File: config.mk
export PLATFORM = sky130hd
export DESIGN_NAME = serial_rom_command_engine
export DESIGN_NICKNAME = d
export VERILOG_FILES = /design/src/verilog/serial_rom_shifter.v /design/src/verilog/serial_rom_command_engine.v
export VERILOG_INCLUDE_DIRS = /design/src /design/src/verilog
export SDC_FILE = /design/constraint.sdc
export NUM_CORES = 1
export LEC_CHECK = 0
export BUFFER_PORTS_ARGS = -buffer_cell sky130_fd_sc_hd__buf_2
export CORE_UTILIZATION = 53
export DETAILED_ROUTE_END_ITERATION = 16
export PLACE_DENSITY = 0.74
export SYNTH_ARGS = -nofsm -noshare
export SYNTH_HDL_FRONTEND = slang
export SYNTH_SLANG_ARGS = --single-unit
File: constraint.sdc
create_clock -name aclk -period 2.45 [get_ports aclk]
set_clock_uncertainty 0.05 [all_clocks]
set_input_delay 0.49 -clock aclk [delete_from_list [all_inputs] [get_ports aclk]]
set_output_delay 0.49 -clock aclk [all_outputs]
set_load 0.1 [all_outputs]
File: src/verilog/serial_rom_consts.vh
`ifndef SERIAL_ROM_CONSTS_VH
`define SERIAL_ROM_CONSTS_VH

// register byte addresses
`define REG_COMMAND        8'hB0
`define REG_DATA           8'hB4
`define REG_STATION_LO     8'hB8
`define REG_STATION_HI     8'hBC

// command register fields
`define CMD_BUSY_BIT       31
`define CMD_OP_HI          30
`define CMD_OP_LO          28
`define CMD_TIMEOUT_BIT    9
`define CMD_ADDR_HI        6
`define CMD_ADDR_LO        0

// command field encodings
`define OP_READ            3'h0
`define OP_EWDS            3'h1
`define OP_EWEN            3'h2
`define OP_WRITE           3'h3
`define OP_WRITE_ALL       3'h4
`define OP_ERASE           3'h5
`define OP_ERASE_ALL       3'h6
`define OP_RELOAD          3'h7

// reset values
`define RST_OP             3'h0
`define RST_ADDR           7'h00
`define RST_DATA           8'h00
`define RST_STATION        48'h000000000000

// station address occupies serial rom bytes 0..5
`define STATION_LAST_IDX   3'h5

// frame lengths in serial clock periods
`define FRAME_SHORT        5'h0A
`define FRAME_LONG         5'h12

// timing, clock 25 MHz
`define CLK_MHZ            25
`define SCK_HALF_NS        500
`define SCK_HALF_CYC       ((`SCK_HALF_NS * `CLK_MHZ + 999) / 1000)
`define NODEV_TIMEOUT_US   30000
// 30 ms at 25 MHz, sized to the 20-bit poll counter
`define NODEV_TIMEOUT_CYC  20'hB71B0
`define POLL_SETTLE_CYC    20'h00004

// axi responses
`define RESP_OKAY          2'h0
`define RESP_SLVERR        2'h2

`endif

File: src/verilog/serial_rom_shifter.v
`timescale 1ns/1ns
`include "serial_rom_consts.vh"

module serial_rom_shifter #(
   parameter [19:0] TIMEOUT_CYCLES = `NODEV_TIMEOUT_CYC
) (
   input  wire        aclk,
   input  wire        aresetn,
   input  wire        start,
   input  wire        poll,
   input  wire [4:0]  nbits,
   input  wire [17:0] tx,
   output reg         done,
   output reg         timed_out,
   output reg  [7:0]  rx,
   output reg         rom_cs,
   output reg         rom_sck,
   output reg         rom_di,
   input  wire        rom_do
);

localparam [1:0] P_IDLE  = 2'h0;
localparam [1:0] P_SHIFT = 2'h1;
localparam [1:0] P_POLL  = 2'h2;
localparam [1:0] P_GAP   = 2'h3;
localparam integer HALF_INT = `SCK_HALF_CYC;
localparam [7:0]   HALF     = HALF_INT[7:0];

reg  [1:0]  st_q;
reg  [7:0]  div_q;
reg  [4:0]  cnt_q;
reg  [17:0] sh_q;
reg  [19:0] tcnt_q;
reg         do_meta_q;
reg         do_sync_q;
wire        tick;

assign tick = (div_q == HALF - 8'h01);

//////////////////////////////////////////////////////////////////////////
// serial clock rate is a one-cycle enable from a free divider
always @(posedge aclk) begin
   if (!aresetn || tick) begin
      div_q <= 8'h00;
   end else begin
      div_q <= div_q + 8'h01;
   end
end

always @(posedge aclk) begin
   if (!aresetn) begin
      do_meta_q <= 1'b0;
      do_sync_q <= 1'b0;
   end else begin
      do_meta_q <= rom_do;
      do_sync_q <= do_meta_q;
   end
end

//////////////////////////////////////////////////////////////////////////
always @(posedge aclk) begin
   if (!aresetn) begin
      st_q      <= P_IDLE;
      cnt_q     <= 5'h00;
      sh_q      <= 18'h00000;
      tcnt_q    <= 20'h00000;
      done      <= 1'b0;
      timed_out <= 1'b0;
      rx        <= 8'h00;
      rom_cs    <= 1'b0;
      rom_sck   <= 1'b0;
      rom_di    <= 1'b0;
   end else begin
      done <= 1'b0;
      case (st_q)
         P_IDLE: begin
            if (start && poll) begin
               rom_cs    <= 1'b1;
               tcnt_q    <= 20'h00000;
               timed_out <= 1'b0;
               st_q      <= P_POLL;
            end else if (start) begin
               rom_cs  <= 1'b1;
               rom_di  <= tx[17];
               sh_q    <= {tx[16:0], 1'b0};
               cnt_q   <= nbits;
               rom_sck <= 1'b0;
               st_q    <= P_SHIFT;
            end
         end
         P_SHIFT: begin
            if (tick) begin
               if (!rom_sck) begin
                  rom_sck <= 1'b1;
                  rx      <= {rx[6:0], do_sync_q};
                  cnt_q   <= cnt_q - 5'h01;
               end else begin
                  rom_sck <= 1'b0;
                  if (cnt_q == 5'h00) begin
                     rom_cs <= 1'b0;
                     rom_di <= 1'b0;
                     st_q   <= P_GAP;
                  end else begin
                     rom_di <= sh_q[17];
                     sh_q   <= {sh_q[16:0], 1'b0};
                  end
               end
            end
         end
         P_POLL: begin
            // a floating data line may read high at once; let it settle
            tcnt_q <= tcnt_q + 20'h00001;
            if (do_sync_q && tcnt_q >= `POLL_SETTLE_CYC) begin
               rom_cs <= 1'b0;
               st_q   <= P_GAP;
            end else if (tcnt_q == TIMEOUT_CYCLES - 20'h00001) begin
               timed_out <= 1'b1;
               rom_cs    <= 1'b0;
               st_q      <= P_GAP;
            end
         end
         P_GAP: begin
            // chip select stays low until the next tick: a full half period after a shifted frame, as little as one cycle after a poll
            if (tick) begin
               done <= 1'b1;
               st_q <= P_IDLE;
            end
         end
         default: begin
            st_q <= P_IDLE;
         end
      endcase
   end
end

endmodule // serial_rom_shifter

File: src/verilog/serial_rom_command_engine.v
`timescale 1ns/1ns
`include "serial_rom_consts.vh"

module serial_rom_command_engine #(
   parameter [19:0] TIMEOUT_CYCLES = `NODEV_TIMEOUT_CYC
) (
   input  wire        aclk,
   input  wire        aresetn,
   input  wire [7:0]  s_axi_awaddr,
   input  wire        s_axi_awvalid,
   output reg         s_axi_awready,
   input  wire [31:0] s_axi_wdata,
   input  wire [3:0]  s_axi_wstrb,
   input  wire        s_axi_wvalid,
   output reg         s_axi_wready,
   output reg  [1:0]  s_axi_bresp,
   output reg         s_axi_bvalid,
   input  wire        s_axi_bready,
   input  wire [7:0]  s_axi_araddr,
   input  wire        s_axi_arvalid,
   output reg         s_axi_arready,
   output reg  [31:0] s_axi_rdata,
   output reg  [1:0]  s_axi_rresp,
   output reg         s_axi_rvalid,
   input  wire        s_axi_rready,
   output wire        rom_cs,
   output wire        rom_sck,
   output wire        rom_di,
   input  wire        rom_do
);

localparam [1:0] S_IDLE  = 2'h0;
localparam [1:0] S_KICK  = 2'h1;
localparam [1:0] S_FRAME = 2'h2;
localparam [1:0] S_POLL  = 2'h3;

reg  [1:0]  st_q;
reg         op_in_progress_flag_q;
reg  [2:0]  op_q;
reg  [6:0]  addr_q;
reg         timeout_q;
reg  [7:0]  data_q;
reg  [47:0] station_q;
reg         loading_q;
reg  [2:0]  idx_q;
reg         start_q;
reg         poll_q;
reg  [4:0]  nbits_q;
reg  [17:0] tx_q;
reg  [7:0]  awaddr_q;
reg         aw_full_q;
reg  [31:0] wdata_q;
reg  [3:0]  wstrb_q;
reg         w_full_q;

wire        wr_fire;
wire        sh_done;
wire        sh_timed_out;
wire [7:0]  sh_rx;
wire [31:0] cur_word;
wire [31:0] wmerge;
wire [2:0]  frame_op;
wire [6:0]  frame_addr;
reg  [17:0] frame_tx;
reg  [4:0]  frame_n;
reg         frame_poll;

function [31:0] reg_value;
   input [7:0] a;
   begin
      case (a)
         `REG_COMMAND:    reg_value = {op_in_progress_flag_q, op_q, 18'h00000,
                                       timeout_q, 2'h0, addr_q};
         `REG_DATA:       reg_value = {24'h000000, data_q};
         `REG_STATION_LO: reg_value = station_q[31:0];
         `REG_STATION_HI: reg_value = {16'h0000, station_q[47:32]};
         default:         reg_value = 32'h00000000;
      endcase
   end
endfunction

function mapped;
   input [7:0] a;
   begin
      mapped = (a == `REG_COMMAND) || (a == `REG_DATA) ||
               (a == `REG_STATION_LO) || (a == `REG_STATION_HI);
   end
endfunction

//////////////////////////////////////////////////////////////////////////
// axi4-lite slave: one write and one read outstanding
assign wr_fire  = aw_full_q && w_full_q && !s_axi_bvalid;
// only command and data take writes; spelled out so it follows the registers
assign cur_word = (awaddr_q == `REG_DATA) ? {24'h000000, data_q} :
                  {op_in_progress_flag_q, op_q, 18'h00000, timeout_q,
                   2'h0, addr_q};

genvar g;
generate
   for (g = 0; g < 4; g = g + 1) begin : g_lane
      assign wmerge[g*8 +: 8] = wstrb_q[g] ? wdata_q[g*8 +: 8]
                                           : cur_word[g*8 +: 8];
   end
endgenerate

always @(posedge aclk) begin
   if (!aresetn) begin
      s_axi_awready <= 1'b1;
      s_axi_wready  <= 1'b1;
      s_axi_bvalid  <= 1'b0;
      s_axi_bresp   <= `RESP_OKAY;
      aw_full_q     <= 1'b0;
      w_full_q      <= 1'b0;
      awaddr_q      <= 8'h00;
      wdata_q       <= 32'h00000000;
      wstrb_q       <= 4'h0;
   end else begin
      if (s_axi_awvalid && s_axi_awready) begin
         awaddr_q      <= s_axi_awaddr;
         aw_full_q     <= 1'b1;
         s_axi_awready <= 1'b0;
      end
      if (s_axi_wvalid && s_axi_wready) begin
         wdata_q      <= s_axi_wdata;
         wstrb_q      <= s_axi_wstrb;
         w_full_q     <= 1'b1;
         s_axi_wready <= 1'b0;
      end
      if (wr_fire) begin
         aw_full_q    <= 1'b0;
         w_full_q     <= 1'b0;
         s_axi_bvalid <= 1'b1;
         s_axi_bresp  <= mapped(awaddr_q) ? `RESP_OKAY : `RESP_SLVERR;
      end
      if (s_axi_bvalid && s_axi_bready) begin
         s_axi_bvalid  <= 1'b0;
         s_axi_awready <= 1'b1;
         s_axi_wready  <= 1'b1;
      end
   end
end

always @(posedge aclk) begin
   if (!aresetn) begin
      s_axi_arready <= 1'b1;
      s_axi_rvalid  <= 1'b0;
      s_axi_rdata   <= 32'h00000000;
      s_axi_rresp   <= `RESP_OKAY;
   end else begin
      if (s_axi_arvalid && s_axi_arready) begin
         s_axi_rdata   <= reg_value(s_axi_araddr);
         s_axi_rresp   <= mapped(s_axi_araddr) ? `RESP_OKAY : `RESP_SLVERR;
         s_axi_rvalid  <= 1'b1;
         s_axi_arready <= 1'b0;
      end else if (s_axi_rvalid && s_axi_rready) begin
         s_axi_rvalid  <= 1'b0;
         s_axi_arready <= 1'b1;
      end
   end
end

//////////////////////////////////////////////////////////////////////////
// frame builder: start bit, opcode, address, then data where needed
assign frame_op   = loading_q ? `OP_READ : op_q;
assign frame_addr = loading_q ? {4'h0, idx_q} : addr_q;

always @* begin
   frame_tx   = 18'h00000;
   frame_n    = `FRAME_SHORT;
   frame_poll = 1'b0;
   case (frame_op)
      `OP_READ: begin
         frame_tx = {3'b110, frame_addr, 8'h00};
         frame_n  = `FRAME_LONG;
      end
      `OP_EWDS: begin
         frame_tx = {3'b100, 2'b00, 5'h00, 8'h00};
      end
      `OP_EWEN: begin
         frame_tx = {3'b100, 2'b11, 5'h00, 8'h00};
      end
      `OP_WRITE: begin
         frame_tx   = {3'b101, frame_addr, data_q};
         frame_n    = `FRAME_LONG;
         frame_poll = 1'b1;
      end
      `OP_WRITE_ALL: begin
         frame_tx   = {3'b100, 2'b01, 5'h00, data_q};
         frame_n    = `FRAME_LONG;
         frame_poll = 1'b1;
      end
      `OP_ERASE: begin
         frame_tx   = {3'b111, frame_addr, 8'h00};
         frame_poll = 1'b1;
      end
      `OP_ERASE_ALL: begin
         frame_tx   = {3'b100, 2'b10, 5'h00, 8'h00};
         frame_poll = 1'b1;
      end
      default: begin
         frame_tx = 18'h00000;
      end
   endcase
end

//////////////////////////////////////////////////////////////////////////
// command sequencer
always @(posedge aclk) begin
   if (!aresetn) begin
      st_q                  <= S_KICK;
      op_in_progress_flag_q <= 1'b1;
      loading_q             <= 1'b1;
      idx_q                 <= 3'h0;
      op_q                  <= `RST_OP;
      addr_q                <= `RST_ADDR;
      data_q                <= `RST_DATA;
      station_q             <= `RST_STATION;
      timeout_q             <= 1'b0;
      start_q               <= 1'b0;
      poll_q                <= 1'b0;
      nbits_q               <= 5'h00;
      tx_q                  <= 18'h00000;
   end else begin
      start_q <= 1'b0;
      // writes are ignored while an operation runs
      if (wr_fire && !op_in_progress_flag_q) begin
         if (awaddr_q == `REG_DATA) begin
            data_q <= wmerge[7:0];
         end
         if (awaddr_q == `REG_COMMAND) begin
            op_q   <= wmerge[`CMD_OP_HI:`CMD_OP_LO];
            addr_q <= wmerge[`CMD_ADDR_HI:`CMD_ADDR_LO];
            if (wmerge[`CMD_BUSY_BIT]) begin
               op_in_progress_flag_q <= 1'b1;
               timeout_q             <= 1'b0;
               st_q                  <= S_KICK;
               if (wmerge[`CMD_OP_HI:`CMD_OP_LO] == `OP_RELOAD) begin
                  loading_q <= 1'b1;
                  idx_q     <= 3'h0;
               end
            end
         end
      end
      case (st_q)
         S_IDLE: begin
         end
         S_KICK: begin
            start_q <= 1'b1;
            poll_q  <= 1'b0;
            tx_q    <= frame_tx;
            nbits_q <= frame_n;
            st_q    <= S_FRAME;
         end
         S_FRAME: begin
            if (sh_done) begin
               if (frame_op == `OP_READ) begin
                  if (loading_q) begin
                     station_q[idx_q*8 +: 8] <= sh_rx;
                  end else begin
                     data_q <= sh_rx;
                  end
               end
               if (loading_q && idx_q != `STATION_LAST_IDX) begin
                  idx_q <= idx_q + 3'h1;
                  st_q  <= S_KICK;
               end else if (frame_poll) begin
                  start_q <= 1'b1;
                  poll_q  <= 1'b1;
                  st_q    <= S_POLL;
               end else begin
                  loading_q             <= 1'b0;
                  op_in_progress_flag_q <= 1'b0;
                  st_q                  <= S_IDLE;
               end
            end
         end
         S_POLL: begin
            if (sh_done) begin
               timeout_q             <= sh_timed_out;
               op_in_progress_flag_q <= 1'b0;
               st_q                  <= S_IDLE;
            end
         end
         default: begin
            st_q <= S_IDLE;
         end
      endcase
   end
end

serial_rom_shifter #(
   .TIMEOUT_CYCLES (TIMEOUT_CYCLES)
) u_shifter (
   .aclk      (aclk),
   .aresetn   (aresetn),
   .start     (start_q),
   .poll      (poll_q),
   .nbits     (nbits_q),
   .tx        (tx_q),
   .done      (sh_done),
   .timed_out (sh_timed_out),
   .rx        (sh_rx),
   .rom_cs    (rom_cs),
   .rom_sck   (rom_sck),
   .rom_di    (rom_di),
   .rom_do    (rom_do)
);

endmodule // serial_rom_command_engine

Word-level counts from Yosys, hierarchy flattened --
Cells that the tools add are included. W data, S select, Z words.
Operators by class: reduce and logical (&&, ||, !) cells 46, magnitude comparators 1, multiplexer cells 112, bitwise operators 2, add/sub/neg operators 5, shift-type cells 2, equality and inequality tests 40
Operator list (count):
- $pmux W32 S4 | 1
- $pmux W18 S7 | 1
- $mux W18 | 5
- $eq A8 B8 Y1 const B | 8
- $mux W8 | 8
- $mux W1 | 51
- $bwmux W48 | 1
- $shift A8 B34 Y48 const A | 1
- $shiftx A8 B34 Y48 | 1
- $pmux W20 S2 | 1
- $pmux W18 S2 | 1
- $mux W2 | 17
- $neg A6 Y34 | 1
- $mux W32 | 1
- $mux W5 | 5
- $mux W3 | 8
- $add A20 B1 Y20 const B | 1
- $eq A20 B20 Y1 const B | 1
- $ge A20 B3 Y1 const B | 1
- $mux W20 | 1
- $reduce_and A6 Y1 | 3
- $reduce_and A4 Y1 | 4
- $ne A2 B1 Y1 const B | 7
- $ne A2 B2 Y1 const B | 7
- other kinds (33) | 72
Word-level totals: output and inout port bits 44, register bits after elaboration 254, input bits 60

Logic depth before layout (Yosys ltp) --
depth in word-level cells 12, mapped depth 11

By module --
A second synthesis with hierarchy kept.
Second synthesis, totals: cells, all modules 1157, area, all modules 10259.8 um^2
Modules (own cells, without submodules):
- serial_rom_command_engine | instances 1, seq. area each 3203.1 um^2, area an instance 6949.2 um^2, cells an instance 793
- serial_rom_shifter | instances 1, seq. area each 1341.3 um^2, area an instance 3310.7 um^2, cells an instance 364

Least setup slack after synthesis --
Ideal clock, no wire load.
path kind reg2reg, start point reg idx_q[0], end point reg station_q[0], buffers on the path 2, required time 2.272 ns, period minus slack after synthesis 2.650 ns, slack -0.200 ns, setup time 0.128 ns, stages on the path, launching flop included 9, arrival time 2.472 ns, cell sequence dfxtp_1 clkbuf_1 clkbuf_1 inv_1 ha_1 ha_1 nor4_4 mux2i_1 nor2_1
On the way: cells in the longest elaborated chain, start to end 3
RTL lines:
- start: declaration | line serial_rom_command_engine.v:45 | reg [2:0] idx_q;
- start signal: assignment | line serial_rom_command_engine.v:264 | idx_q <= idx_q + 3'h1;
- $neg A6 Y34 * | line serial_rom_command_engine.v:258 | station_q[idx_q*8 +: 8] <= sh_rx;
- $shiftx A8 B34 Y48 or $shift A8 B34 Y48 (tied branches) | line serial_rom_command_engine.v:258
- $bwmux W48 * | line serial_rom_command_engine.v:258
- end signal: assignment | line serial_rom_command_engine.v:217 | station_q <= `RST_STATION;
- end signal: indexed assignment | line serial_rom_command_engine.v:258
- end: declaration | line serial_rom_command_engine.v:43 | reg [47:0] station_q;
Mark *: on every way between the ends. The rest lies on a longest branch, timed or not. A chain may end at the register's enable or synchronous reset.

Final worst setup path --
start point reg idx_q[1], end point reg station_q[13]
The elaborated chain is that of the path after synthesis.

==> impl_metrics.toml <==
[timing]
maxSlewHeadroom_pct = 41.38
hold_violations = 0
period_minus_slack_ns = 2.235
fin_crit_sh_pct = 91.23
fmax_mhz = 447.4
setup_viol = 0
worstMarginPinSlew_ns = 0.8771
setup_tns_ns = 0
maxSlewViolCount = 0
rsz0062_at_grt = "false"

[power_and_ir_drop]
leakagePower_nw = 4.342
intPower_mw = 6.377
ir_drop_v = 0.0004859
seqPwrFrac_pct = 46.4
pwr-share-comb_pct = 14.7
switching_share_pct = 27.40
clkPwrFrac_pct = 38.9
pwr_density_cell_mw_per_mm2 = 767.5
power.switching_mw = 2.407

[setup_path]
cp_data_required_time_ns = 2.77
critPathLaunchType = "flip-flop"
arrival_ns = 2.56
crit_path_end_kind = "flip-flop"
path_max_fanout = 8
crit_type = "flip-flop to flip-flop"

[floorplan]
io_pins = 104
initial_core_util_pct = 53.93
fp.dieH_um = 140.0
dieArea_mm2 = 0.01959
num_rows = 50
die_w_um = 140.0
core-area_mm2 = 0.01871

[cts]
cts_buffer_depth = 3
cts_tree = "yes"
cts_sinks = 227
cts_setup_buffers = 0
root_buffer = "clkbuf_16"
holdBufCountCts = 0
cts_resized = 0
clk_latency_ns = 0.51
htree_num_levels = 1
clk_pin_slew_ns = 0.06
cts_made_buffers = 24

[global_routing]
antenna_found_initial = 0
grt.total_usage_pct = 24.45
grt_pass1_vias = 7767
grt_pass1_wl_mm = 39.50
gr-total-overflow = 0
grt_max_degree = 84

[flow_run]
max_cap_viol_count = 0

[finish]
area_growth_pct = 13.46
fin_nets = 1311
n_antenna_cell = 0
drive_above_1_share_pct = 14.14
fin_util_pct = 61.18

[logic_synthesis]
synth_flop_cell = "dfxtp_1"
yosysWarnings = 0
netlist_instances = 1170
ys_ff_latch = 227
netlist_area_mm2 = 0.01009
seq_area_frac_synth_pct = 45.05
synthArstFlopShare_pct = 0
synth_edf_count = 0
avgSynthCellArea_um2 = 8.622
synth_cell_types = 65

[drt]
drc_errors = 0
ant_nets = 0
dr.pass1.iters = 5
wl_per_cell_um = 16.27
via_per_inst = 5.792
drt_wl_total_mm = 24.06
drt-initial-drc-count = 725
num_vias = 8566

[placed_design]
gp_congestion = 0.8591
io_buffers = 79
dp_hpwl_mm = 16.50

[hold_path]
hp-class = "input pin to flip-flop"

[outcome]
run_status = "finished, final reports clean"
==> power by group through the flow <==
stage | sequential (mW) | combinational [mW] | clock (mW)
after floorplan | 4.23 | 0.897 | 0
after global placement | 4.14 | 1.25 | 0
after detailed placement | 4.15 | 1.28 | 0
after CTS | 4.07 | 1.30 | 3.47
after global routing | 4.10 | 1.41 | 3.65
final | 4.07 | 1.29 | 3.42
==> worst max-delay path, stage by stage, from the launching register on <==
cell     delay [ns]
dfxtp_2        0.42
inv_1          0.10
ha_1           0.19
ha_2           0.41
o31a_1         0.24
and2_1         0.24
nand2_1        0.24
nand2_1        0.15
a21oi_1        0.07
==> cells in the mapped netlist, drive strengths merged (2+ instances only) <==
| cell | count | area, um^2 |
|---|---|---|
| a211oi | 18 | 135.1 |
| a21boi | 2 | 15.01 |
| a21oi | 96 | 480.5 |
| a22oi | 24 | 180.2 |
| a2bb2oi | 4 | 35.03 |
| a31oi | 12 | 75.07 |
| a32o | 7 | 70.07 |
| and2 | 10 | 62.56 |
| and3 | 14 | 87.58 |
| and3b | 4 | 35.03 |
| and4b | 5 | 50.05 |
| buf | 20 | 103.9 |
| clkbuf | 54 | 202.7 |
| dfxtp | 227 | 4544 |
| ha | 21 | 262.8 |
| inv | 34 | 127.6 |
| mux2 | 10 | 112.6 |
| mux2i | 59 | 590.6 |
| mux4 | 7 | 157.7 |
| nand2 | 134 | 503.0 |
| nand2b | 12 | 75.07 |
| nand3 | 73 | 365.4 |
| nand3b | 3 | 22.52 |
| nand4 | 16 | 112.6 |
| nand4b | 3 | 26.28 |
| nor2 | 147 | 551.8 |
| nor2b | 8 | 50.05 |
| nor3 | 18 | 121.4 |
| nor3b | 6 | 45.04 |
| nor4 | 7 | 73.82 |
| nor4bb | 3 | 30.03 |
| o211ai | 3 | 22.52 |
| o21a | 7 | 52.55 |
| o21ai | 43 | 215.2 |
| o22ai | 2 | 12.51 |
| o31a | 3 | 26.28 |
| o31ai | 3 | 22.52 |
| or2 | 4 | 25.02 |
| or3 | 9 | 56.30 |
| xnor2 | 17 | 148.9 |
| xor2 | 7 | 61.31 |
==> cells in the final DEF, fill, tap and decap left out, types with 4 or more instances in the layout <==
| master | count |
|---|---|
| and3_1 | 14 |
| nor3b_1 | 6 |
| mux4_2 | 7 |
| a21oi_1 | 95 |
| nor2_1 | 147 |
| and2_1 | 9 |
| and3b_1 | 4 |
| xnor2_1 | 17 |
| clkbuf_1 | 9 |
| and4b_1 | 5 |
| buf_4 | 27 |
| o21ai_0 | 32 |
| a31oi_1 | 12 |
| xor2_1 | 7 |
| a2bb2oi_1 | 4 |
| nand3_1 | 73 |
| nand2b_1 | 12 |
| dfxtp_1 | 225 |
| o21a_1 | 7 |
| mux2_2 | 10 |
| nor3_2 | 4 |
| a211oi_1 | 18 |
| nand4_1 | 14 |
| clkbuf_16 | 25 |
| ha_1 | 20 |
| nand2_1 | 134 |
| nor2b_1 | 8 |
| o21ai_1 | 11 |
| mux2i_1 | 59 |
| a32o_1 | 7 |
| a22oi_1 | 24 |
| inv_1 | 33 |
| or3_1 | 9 |
| nor3_1 | 13 |
| buf_2 | 79 |
| clkbuf_8 | 5 |
| nor4_1 | 5 |
==> final timing paths <==
kind	to	from	slack [ns]	depth (start not counted)
worst max register to register	station_q[13]	idx_q[1]	0.21	8
worst min register to register	station_q[36]	station_q[36]	0.40	2
worst max-delay path	station_q[13]	idx_q[1]	0.21	8
worst min-delay path	u_shifter.do_meta_q	rom_do	0.14	2
==> cell type report <==
class	count	area (um^2)
fillers	1594	7261
multi-input cells	836	5119
flip-flops and latches	227	4547
clock buffers	39	728.2
repair buffers	107	618.1
well taps	234	292.8
inverters	34	130.1
clock inverters	2	10.01
==> registers in the layout, indices dropped and copies added (netlist names), 2 cells and up <==
signal	flops
addr_q	7
awaddr_q	8
data_q	8
idx_q	3
nbits_q	3
op_q	3
s_axi_rdata	32
st_q	2
station_q	48
tx_q	18
u_shifter.cnt_q	5
u_shifter.div_q	8
u_shifter.rx	8
u_shifter.sh_q	17
u_shifter.st_q	2
u_shifter.tcnt_q	20
wdata_q	12
wstrb_q	2
==> cell families (layout without fill, tap and decap cells) <==
group	Yosys count	count (layout)	synth area share (%)
AOI/OAI and AO/OA	234	234	14.31
xor gates and xnor gates	24	24	2.084
adders and majority gates	21	21	2.605
buffers and inverters	108	182	4.304
DFF	227	227	45.05
muxes	76	76	8.534
other	1	2	0.03718
and+or+nand+nor	479	479	23.07
==> per-layer routing <==
metal,share of wire (%),vias up,global-route usage (%)
met3,5.8,43,3.248
met1,46,4072,34.52
li1,-,4217,-
met2,46,234,39.29
met5,0,-,0
met4,2.2,0,6.651
==> metrics by stage <==
stage	instances	total power [mW]	cell area, um^2	setup slack, ns	hold WS (ns)
6_report	1479	8.784	11440	0.2149	0.1386
5_1_grt	1479	9.162	11440	0.09795	0.1504
4_1_cts	1479	8.842	11440	0.1402	0.1272
3_5_place_dp	1438	5.431	10710	0.2111	0.3920
3_3_place_gp	1438	5.385	10710	0.2667	0.3658
2_1_floorplan	1171	5.127	10100	0.06773	0.3619
(Power assumes the default switching activity.)
